==> src/shared/wrcmd_pkg.sv <==
// shared constants for the buffer-write and dma-write command block
package wrcmd_pkg;
  // register word indices, byte address is index times four
  localparam logic [3:0] IX_FEATURE = 4'h0;
  localparam logic [3:0] IX_COUNT = 4'h1;
  localparam logic [3:0] IX_ADDR_LOW = 4'h2;
  localparam logic [3:0] IX_ADDR_MID = 4'h3;
  localparam logic [3:0] IX_ADDR_HIGH = 4'h4;
  localparam logic [3:0] IX_DSH = 4'h5;
  localparam logic [3:0] IX_CMD_STAT = 4'h6;
  localparam logic [3:0] IX_ERROR = 4'h7;
  localparam logic [3:0] IX_PIO_DATA = 4'h8;
  localparam logic [3:0] IX_DMA_DATA = 4'h9;
  localparam logic [3:0] IX_ENV_CTRL = 4'ha;
  localparam logic [3:0] IX_ENV_EVT = 4'hb;
  // opcodes
  localparam logic [7:0] OP_BUF_WRITE = 8'he8;
  localparam logic [7:0] OP_DMA_WRITE = 8'hca;
  // error cause bit positions
  localparam int ER_INTERFACE_CRC_FLAG = 7;
  localparam int ER_WP = 6;
  localparam int ER_MC = 5;
  localparam int ER_ADDR_NOT_FOUND_FLAG = 4;
  localparam int ER_MCR = 3;
  localparam int ER_ABORTED_FLAG = 2;
  localparam int ER_NM = 1;
  // status bit positions
  localparam int ST_BUSY = 7;
  localparam int ST_DEVICE_READY_FLAG = 6;
  localparam int ST_DF = 5;
  localparam int ST_DRQ = 3;
  localparam int ST_ERR = 0;
  // drive select/head fields
  localparam int DSH_LBA = 6;
  localparam int DSH_DEV = 4;
  // environment control bits
  localparam int EC_BUF_SUP = 0;
  localparam int EC_PACKET = 1;
  localparam int EC_NO_MEDIA = 2;
  localparam int EC_WPROT = 3;
  localparam int EC_ULTRA = 4;
  localparam int EC_GEOM_BAD = 5;
  localparam logic [5:0] ENV_RESET = 6'h01;
  // environment event bits, write one to fire
  localparam int EV_MEDIA_CHG = 0;
  localparam int EV_CHG_REQ = 1;
  localparam int EV_FAULT = 2;
  localparam int EV_CRC = 3;
  localparam int EV_UNRECOV = 4;
  // sector geometry
  localparam logic [8:0] SECT_LAST = 9'h1ff;
  localparam logic [8:0] SECT_FULL = 9'h100;
  localparam logic [7:0] CNT_ZERO = 8'h00;
  typedef enum logic [2:0] {
    ST_IDLE = 3'b001,
    ST_PIO = 3'b010,
    ST_DMA = 3'b100
  } state_t;
endpackage
==> src/rtl/wrcmd_core.sv <==
// buffer-write and dma-write command engine behind a wishbone slave
//
// Register access over Wishbone and the register offsets were decided locally.
`timescale 1ns/1ns
module wrcmd_core
  import wrcmd_pkg::*;
#(
  parameter logic [27:0] MAX_LBA = 28'h00fffff
)
(
  // clock and reset
  input wire logic CLK,
  input wire logic RST,
  // wishbone slave
  input wire logic WB_CYC_I,
  input wire logic WB_STB_I,
  input wire logic WB_WE_I,
  input wire logic [5:2] WB_ADR_I,
  input wire logic [3:0] WB_SEL_I,
  input wire logic [31:0] WB_DAT_I,
  output logic [31:0] WB_DAT_O,
  output logic WB_ACK_O,
  // dma channel request
  output logic DMA_REQ
);

  state_t st_q, st_d;
  logic ack_q, dmarq_q;
  logic [31:0] dat_q, dat_d;
  logic [7:0] cnt_q, cnt_d, alo_q, alo_d, amid_q, amid_d;
  logic [7:0] ahi_q, ahi_d, error_q, error_d, e;
  logic [3:0] head_q, head_d;
  logic lba_q, lba_d, dev_q, dev_d, fault_q, fault_d;
  logic mc_q, mc_d, mcr_q, mcr_d;
  logic [5:0] env_q, env_d;
  logic [8:0] idx_q, idx_d, bytes_q, bytes_d, left_q, left_d;
  logic [27:0] cur_q, cur_d, start_addr;
  logic [8:0] xfer_len;
  logic [28:0] last_addr;
  logic [7:0] status;
  logic [7:0] buf_mem [0:511];
  logic req, wr, cmd_wr, mem_we, fin_ok, fin_err, fin_addr;
  logic [4:0] ev;

  // true for a write to a given register in the accept cycle
  function automatic logic hit(input logic w, input logic [3:0] a,
                               input logic [3:0] ix);
    hit = w && (a == ix);
  endfunction

  // bus accept: one request per ack, writes take lane 0 only
  assign req = WB_CYC_I && WB_STB_I && !ack_q;
  assign wr = req && WB_WE_I && WB_SEL_I[0];
  assign cmd_wr = hit(wr, WB_ADR_I, IX_CMD_STAT) && (st_q == ST_IDLE);
  assign ev = hit(wr, WB_ADR_I, IX_ENV_EVT) ? WB_DAT_I[4:0] : 5'h00;

  // address and length as the command sees them
  assign start_addr = {head_q, ahi_q, amid_q, alo_q};
  assign xfer_len = (cnt_q == CNT_ZERO) ? SECT_FULL : {1'b0, cnt_q};
  assign last_addr = {1'b0, start_addr} + {20'h00000, xfer_len} - 29'h1;

  // status byte; busy shows the dma burst, request the pio phase
  always_comb
  begin
    status = 8'h00;
    status[ST_BUSY] = (st_q == ST_DMA);
    status[ST_DEVICE_READY_FLAG] = 1'b1;
    status[ST_DF] = fault_q;
    status[ST_DRQ] = (st_q == ST_PIO);
    status[ST_ERR] = (error_q != 8'h00);
  end

  // command engine next state
  always_comb
  begin
    st_d = st_q;
    cnt_d = cnt_q;
    alo_d = alo_q;
    amid_d = amid_q;
    ahi_d = ahi_q;
    head_d = head_q;
    lba_d = lba_q;
    dev_d = dev_q;
    error_d = error_q;
    fault_d = fault_q;
    mc_d = mc_q;
    mcr_d = mcr_q;
    env_d = env_q;
    idx_d = idx_q;
    bytes_d = bytes_q;
    left_d = left_q;
    cur_d = cur_q;
    mem_we = 1'b0;
    fin_ok = 1'b0;
    fin_err = 1'b0;
    fin_addr = 1'b0;
    e = 8'h00;
    // taskfile writes are only honoured while idle
    if (wr && st_q == ST_IDLE)
    begin
      case (WB_ADR_I)
        IX_COUNT: cnt_d = WB_DAT_I[7:0];
        IX_ADDR_LOW: alo_d = WB_DAT_I[7:0];
        IX_ADDR_MID: amid_d = WB_DAT_I[7:0];
        IX_ADDR_HIGH: ahi_d = WB_DAT_I[7:0];
        IX_DSH:
        begin
          lba_d = WB_DAT_I[DSH_LBA];
          dev_d = WB_DAT_I[DSH_DEV];
          head_d = WB_DAT_I[3:0];
        end
        default: ;
      endcase
    end
    if (hit(wr, WB_ADR_I, IX_ENV_CTRL))
      env_d = WB_DAT_I[5:0];
    // command start
    if (cmd_wr)
    begin
      error_d = 8'h00;
      fault_d = 1'b0;
      if (WB_DAT_I[7:0] == OP_BUF_WRITE)
      begin
        if (env_q[EC_PACKET] || !env_q[EC_BUF_SUP])
        begin
          error_d[ER_ABORTED_FLAG] = 1'b1;
          fin_err = 1'b1;
        end
        else
        begin
          st_d = ST_PIO;
          idx_d = 9'h000;
        end
      end
      else if (WB_DAT_I[7:0] == OP_DMA_WRITE && !env_q[EC_PACKET])
      begin
        e[ER_NM] = env_q[EC_NO_MEDIA];
        e[ER_WP] = env_q[EC_WPROT];
        e[ER_MC] = mc_q;
        e[ER_MCR] = mcr_q;
        // geometry only matters when the address is cylinder/head/sector
        e[ER_ADDR_NOT_FOUND_FLAG] = (!lba_q && env_q[EC_GEOM_BAD])
                     || (last_addr > {1'b0, MAX_LBA});
        mc_d = 1'b0;
        mcr_d = 1'b0;
        cur_d = start_addr;
        left_d = xfer_len;
        bytes_d = 9'h000;
        if (e != 8'h00)
        begin
          error_d = e;
          fin_err = 1'b1;
          fin_addr = 1'b1;
        end
        else
          st_d = ST_DMA;
      end
      else
      begin
        // anything else is outside this engine and is refused
        error_d[ER_ABORTED_FLAG] = 1'b1;
        fin_err = 1'b1;
      end
    end
    // data phases
    case (st_q)
      ST_IDLE: ;
      ST_PIO:
      begin
        if (ev[EV_FAULT])
        begin
          fault_d = 1'b1;
          error_d[ER_ABORTED_FLAG] = 1'b1;
          fin_err = 1'b1;
        end
        else if (hit(wr, WB_ADR_I, IX_PIO_DATA))
        begin
          mem_we = 1'b1;
          idx_d = idx_q + 9'h001;
          if (idx_q == SECT_LAST)
            fin_ok = 1'b1;
        end
      end
      ST_DMA:
      begin
        if (ev[EV_FAULT])
        begin
          fault_d = 1'b1;
          error_d[ER_ABORTED_FLAG] = 1'b1;
          fin_err = 1'b1;
          fin_addr = 1'b1;
        end
        else if (ev[EV_UNRECOV])
        begin
          error_d[ER_ABORTED_FLAG] = 1'b1;
          fin_err = 1'b1;
          fin_addr = 1'b1;
        end
        else if (ev[EV_CRC] && env_q[EC_ULTRA])
        begin
          // a crc slip on multiword dma is not reported here
          error_d[ER_INTERFACE_CRC_FLAG] = 1'b1;
          error_d[ER_ABORTED_FLAG] = 1'b1;
          fin_err = 1'b1;
          fin_addr = 1'b1;
        end
        else if (hit(wr, WB_ADR_I, IX_DMA_DATA))
        begin
          bytes_d = bytes_q + 9'h001;
          if (bytes_q == SECT_LAST)
          begin
            left_d = left_q - 9'h001;
            cur_d = cur_q + 28'h0000001;
            if (left_q == 9'h001)
              fin_ok = 1'b1;
          end
        end
      end
      default: st_d = ST_IDLE;
    endcase
    // completion: inapplicable outputs read zero, select is kept
    if (fin_ok || fin_err)
    begin
      st_d = ST_IDLE;
      cnt_d = 8'h00;
      lba_d = 1'b0;
      {head_d, ahi_d, amid_d, alo_d} = fin_addr ? cur_d : 28'h0000000;
      if (fin_ok)
      begin
        error_d = 8'h00;
        fault_d = 1'b0;
      end
    end
    // detection events set last so they beat a same-cycle clear
    if (ev[EV_MEDIA_CHG])
      mc_d = 1'b1;
    if (ev[EV_CHG_REQ])
      mcr_d = 1'b1;
  end

  // read data mux, write-only and data ports read zero
  always_comb
  begin
    dat_d = 32'h00000000;
    if (req && !WB_WE_I)
    begin
      case (WB_ADR_I)
        IX_COUNT: dat_d[7:0] = cnt_q;
        IX_ADDR_LOW: dat_d[7:0] = alo_q;
        IX_ADDR_MID: dat_d[7:0] = amid_q;
        IX_ADDR_HIGH: dat_d[7:0] = ahi_q;
        IX_DSH: dat_d[7:0] = {1'b0, lba_q, 1'b0, dev_q, head_q};
        IX_CMD_STAT: dat_d[7:0] = status;
        IX_ERROR: dat_d[7:0] = error_q;
        IX_ENV_CTRL: dat_d[5:0] = env_q;
        default: dat_d = 32'h00000000;
      endcase
    end
  end

  // registers
  always_ff @(posedge CLK)
  begin
    if (RST)
    begin
      st_q <= ST_IDLE;
      ack_q <= 1'b0;
      dat_q <= 32'h00000000;
      dmarq_q <= 1'b0;
      cnt_q <= 8'h00;
      alo_q <= 8'h00;
      amid_q <= 8'h00;
      ahi_q <= 8'h00;
      head_q <= 4'h0;
      lba_q <= 1'b0;
      dev_q <= 1'b0;
      error_q <= 8'h00;
      fault_q <= 1'b0;
      mc_q <= 1'b0;
      mcr_q <= 1'b0;
      env_q <= ENV_RESET;
      idx_q <= 9'h000;
      bytes_q <= 9'h000;
      left_q <= 9'h000;
      cur_q <= 28'h0000000;
    end
    else
    begin
      st_q <= st_d;
      ack_q <= req;
      dat_q <= dat_d;
      dmarq_q <= (st_d == ST_DMA);
      cnt_q <= cnt_d;
      alo_q <= alo_d;
      amid_q <= amid_d;
      ahi_q <= ahi_d;
      head_q <= head_d;
      lba_q <= lba_d;
      dev_q <= dev_d;
      error_q <= error_d;
      fault_q <= fault_d;
      mc_q <= mc_d;
      mcr_q <= mcr_d;
      env_q <= env_d;
      idx_q <= idx_d;
      bytes_q <= bytes_d;
      left_q <= left_d;
      cur_q <= cur_d;
    end
  end

  // sector buffer, no reset needed on the storage itself
  always_ff @(posedge CLK)
  begin
    if (mem_we)
      buf_mem[idx_q] <= WB_DAT_I[7:0];
  end

  assign WB_ACK_O = ack_q;
  assign WB_DAT_O = dat_q;
  assign DMA_REQ = dmarq_q;
endmodule

==> config.mk <==
export PLATFORM = sky130hd
export DESIGN_NAME = wrcmd_core
export DESIGN_NICKNAME = d
export VERILOG_FILES = /design/src/shared/wrcmd_pkg.sv /design/src/rtl/wrcmd_core.sv
export SDC_FILE = /design/constraint.sdc
export NUM_CORES = 1
export LEC_CHECK = 0
export BUFFER_PORTS_ARGS = -buffer_cell sky130_fd_sc_hd__buf_4
export CAP_MARGIN = 40
export CORE_ASPECT_RATIO = 0.7
export CORE_MARGIN = 3
export CORE_UTILIZATION = 45
export CTS_CLUSTER_SIZE = 12
export DETAILED_ROUTE_END_ITERATION = 10
export PLACE_DENSITY_LB_ADDON = 0.15
export SLEW_MARGIN = 10
export SYNTH_ARGS = -nofsm -noshare
export SYNTH_HDL_FRONTEND = slang
export SYNTH_SLANG_ARGS = --single-unit
==> constraint.sdc <==
create_clock -name CLK -period 6.8 [get_ports CLK]
set_input_delay 0 -clock CLK [delete_from_list [all_inputs] [get_ports CLK]]
set_output_delay 0 -clock CLK [all_outputs]
set_load 0.02 [all_outputs]
==> impl_metrics.yaml <==
cts:
  htree_num_levels: 4
  post_cts_resized: 0
  cts.path.max_buffers: 2
  hold_buffers: 11
  tritoncts: "built"
  cts_setup_buffers: 0
  cts-root-buf: "clkbuf_16"
  cts_inserted_buffers: 17
  clkTransAtPathRegs_ns: 0.06
  clock_latency_ns: 0.42
  cts.sinks: 123
place:
  io_buffers: 27
  place.gp.congestion: 0.963
  place_inst: 1278
  dp_hpwl_mm: 18.6
  dpl_cell_area_um2: 8410
  place_ws_ns: 2.40
setup_path:
  cp-start-kind: "register"
  cp_data_arrival_time_ns: 4.79
  cp_max_fo: 36
  crit_path_end_kind: "register"
  cp.required_ns: 7.10
  worstSetupPathType: "register to register"
grt:
  grt-ovfl-total: 0
  grt_pass1_wl_mm: 41.1
  first_global_vias: 7233
  grt_usage: 0.259
  grt_start_max_net_pins: 82
  antenna_found_initial: 0
drt:
  drt_iter0_drc: 1039
  dr.pass1.iters: 7
  routedWlPerCell_um: 19.8
  drc: 0
  routed_via_density: 6.16
  wl_mm: 26.2
  ant_nets: 0
  dr_total_vias: 8139
timing:
  finalHoldViolations: 0
  fmax_mhz: 223
  fin_crit_ns: 4.49
  final.setup.tns_ns: 0
  fin_ws_ns: 2.31
  slew-limit-headroom: 0.411
  finalCritPeriodShare: 0.661
  setup_violations: 0
  final_max_slew_viol_count: 0
  rsz0062_at_grt: "no"
  clock_skew_ns: 0.0149
  tightest_slew_ns: 0.882
  hold_ws_ns: 0.0394
synthesis:
  yosys_warnings: 0
  avgSynthCellArea_um2: 7.64
  syn_area_um2: 8260
  yosysTopAreaCell: "dfxtp_1"
  synthCells: 1080
  ys_seq_elements: 123
  synthTopCellsByArea: "dfxtp_1 30%, ha_1 6.5%, nor2_1 6.5%"
  ys.flop_type: "dfxtp_1"
  synth_edf_count: 0
  async_reset_ff_frac: 0
  yosysSeqAreaShare: 0.298
  synth_cell_types: 84
  synth_top_area_frac: 0.298
outcome:
  run_status: "completed"
hold_path:
  hold_path.class: "input pin to register"
layout:
  final_cells: 1322
  design_area_um2: 9170
  final_util: 0.522
  multiInputGateArea_um2: 5130
  fillers: 1711
  diodes: 0
  area_growth_pct: 11.1
  nets: 1167
  regArea_um2: 2460
  drive_above_1_share: 0.0926
floorplan:
  die_h_um: 119
  core_um2: 17600
  die_x_um: 168
  row_count: 40
  start_util: 0.470
  die-area_um2: 20000
  top_level_ports: 79
run:
  max-cap-violations: 0
power_and_ir_drop:
  finalPower_mw: 1.87
  p_leak_nw: 3.66
  ir_drop_mv: 0.142
  powerDensity_nw_per_um2: 204
==> final timing paths <==
kind,from,to,slack [ns],cells past startpoint
worst min-delay path,WB_ADR_I[3],WB_DAT_O[2]$_SDFF_PP0_,0.04,3
worst max register to register,cnt_q[1]$_SDFFE_PP0P_,st_q[0]$_SDFF_PP1_,2.31,15
worst min register to register,error_q[0]$_SDFF_PP0_,error_q[0]$_SDFF_PP0_,0.46,2
worst max-delay path,cnt_q[1]$_SDFFE_PP0P_,st_q[0]$_SDFF_PP1_,2.31,15
==> cells by family after synthesis <==
| family | count (synthesis) | synth area share |
|---|---|---|
| other | 1 | 0.000454 |
| buffers and inverters | 159 | 0.0912 |
| XOR/XNOR | 8 | 0.00940 |
| AND/OR/NAND/NOR | 428 | 0.265 |
| flip-flops | 123 | 0.298 |
| AO/OA/AOI/OAI | 285 | 0.228 |
| adder cells (fa/ha/maj) | 44 | 0.0676 |
| multiplexers | 32 | 0.0403 |
==> report_power, final <==
part | switching, mW | internal (mW)
registers | 0.00133 | 0.722
clock network | 0.354 | 0.638
logic | 0.110 | 0.0465
==> Yosys cell counts (all sizes together), types with 14 or more instances <==
| cell type | instances |
|---|---|
| a21oi | 86 |
| and3 | 20 |
| buf | 58 |
| clkbuf | 30 |
| dfxtp | 123 |
| ha | 43 |
| inv | 71 |
| mux2i | 31 |
| nand2 | 92 |
| nand3 | 36 |
| nand4 | 17 |
| nor2 | 146 |
| nor3 | 22 |
| o21ai | 73 |
| o221ai | 14 |
| or4 | 24 |
==> layout make-up <==
type                       instances  share of cell area
tap                              231              0.0315
timing repair buffer              44              0.0417
multi-input combinational        821               0.559
sequential                       123               0.268
inverter                          71              0.0291
clock inverter                    12              0.0205
clock buffer                      20              0.0498
==> sequential cells by signal, summed over array words and instances, names as in the netlist, 3 cells and up <==
name,count
bytes_q,9
left_q,9
cnt_q,8
st_q,3
error_q,8
ahi_q,8
head_q,4
WB_DAT_O,8
idx_q,9
cur_q,28
amid_q,8
alo_q,8
env_q,6
==> routing by layer <==
layer  GRT usage  part of all wire
met5           0                 0
met4      0.0792             0.026
met3      0.0703              0.10
met2       0.345              0.39
met1       0.397              0.49
==> cells in the final DEF, fill, tap and decap left out, drive strengths merged, types with 31 or more instances in the layout <==
cell and instances:
a21oi 86, nand2 92, ha 43, nor2 146, mux2i 31, o21ai 73, nand3 36, inv 73
dfxtp 123, buf 32
==> critical path, stage by stage (launching register included) <==
cell and delay, ns:
dfxtp_1 0.38, nor4_1 0.42, nand2_1 0.19, ha_1 0.31, inv_1 0.04, ha_1 0.33, a21oi_1 0.19, nand2_1 0.07
o21ai_0 0.20, a21oi_1 0.18, or4_1 0.54, a21oi_1 0.14, and4_4 0.28, a31o_2 0.35, nand3b_4 0.43, o21bai_1 0.31
Power figures use the tool's default switching activity.
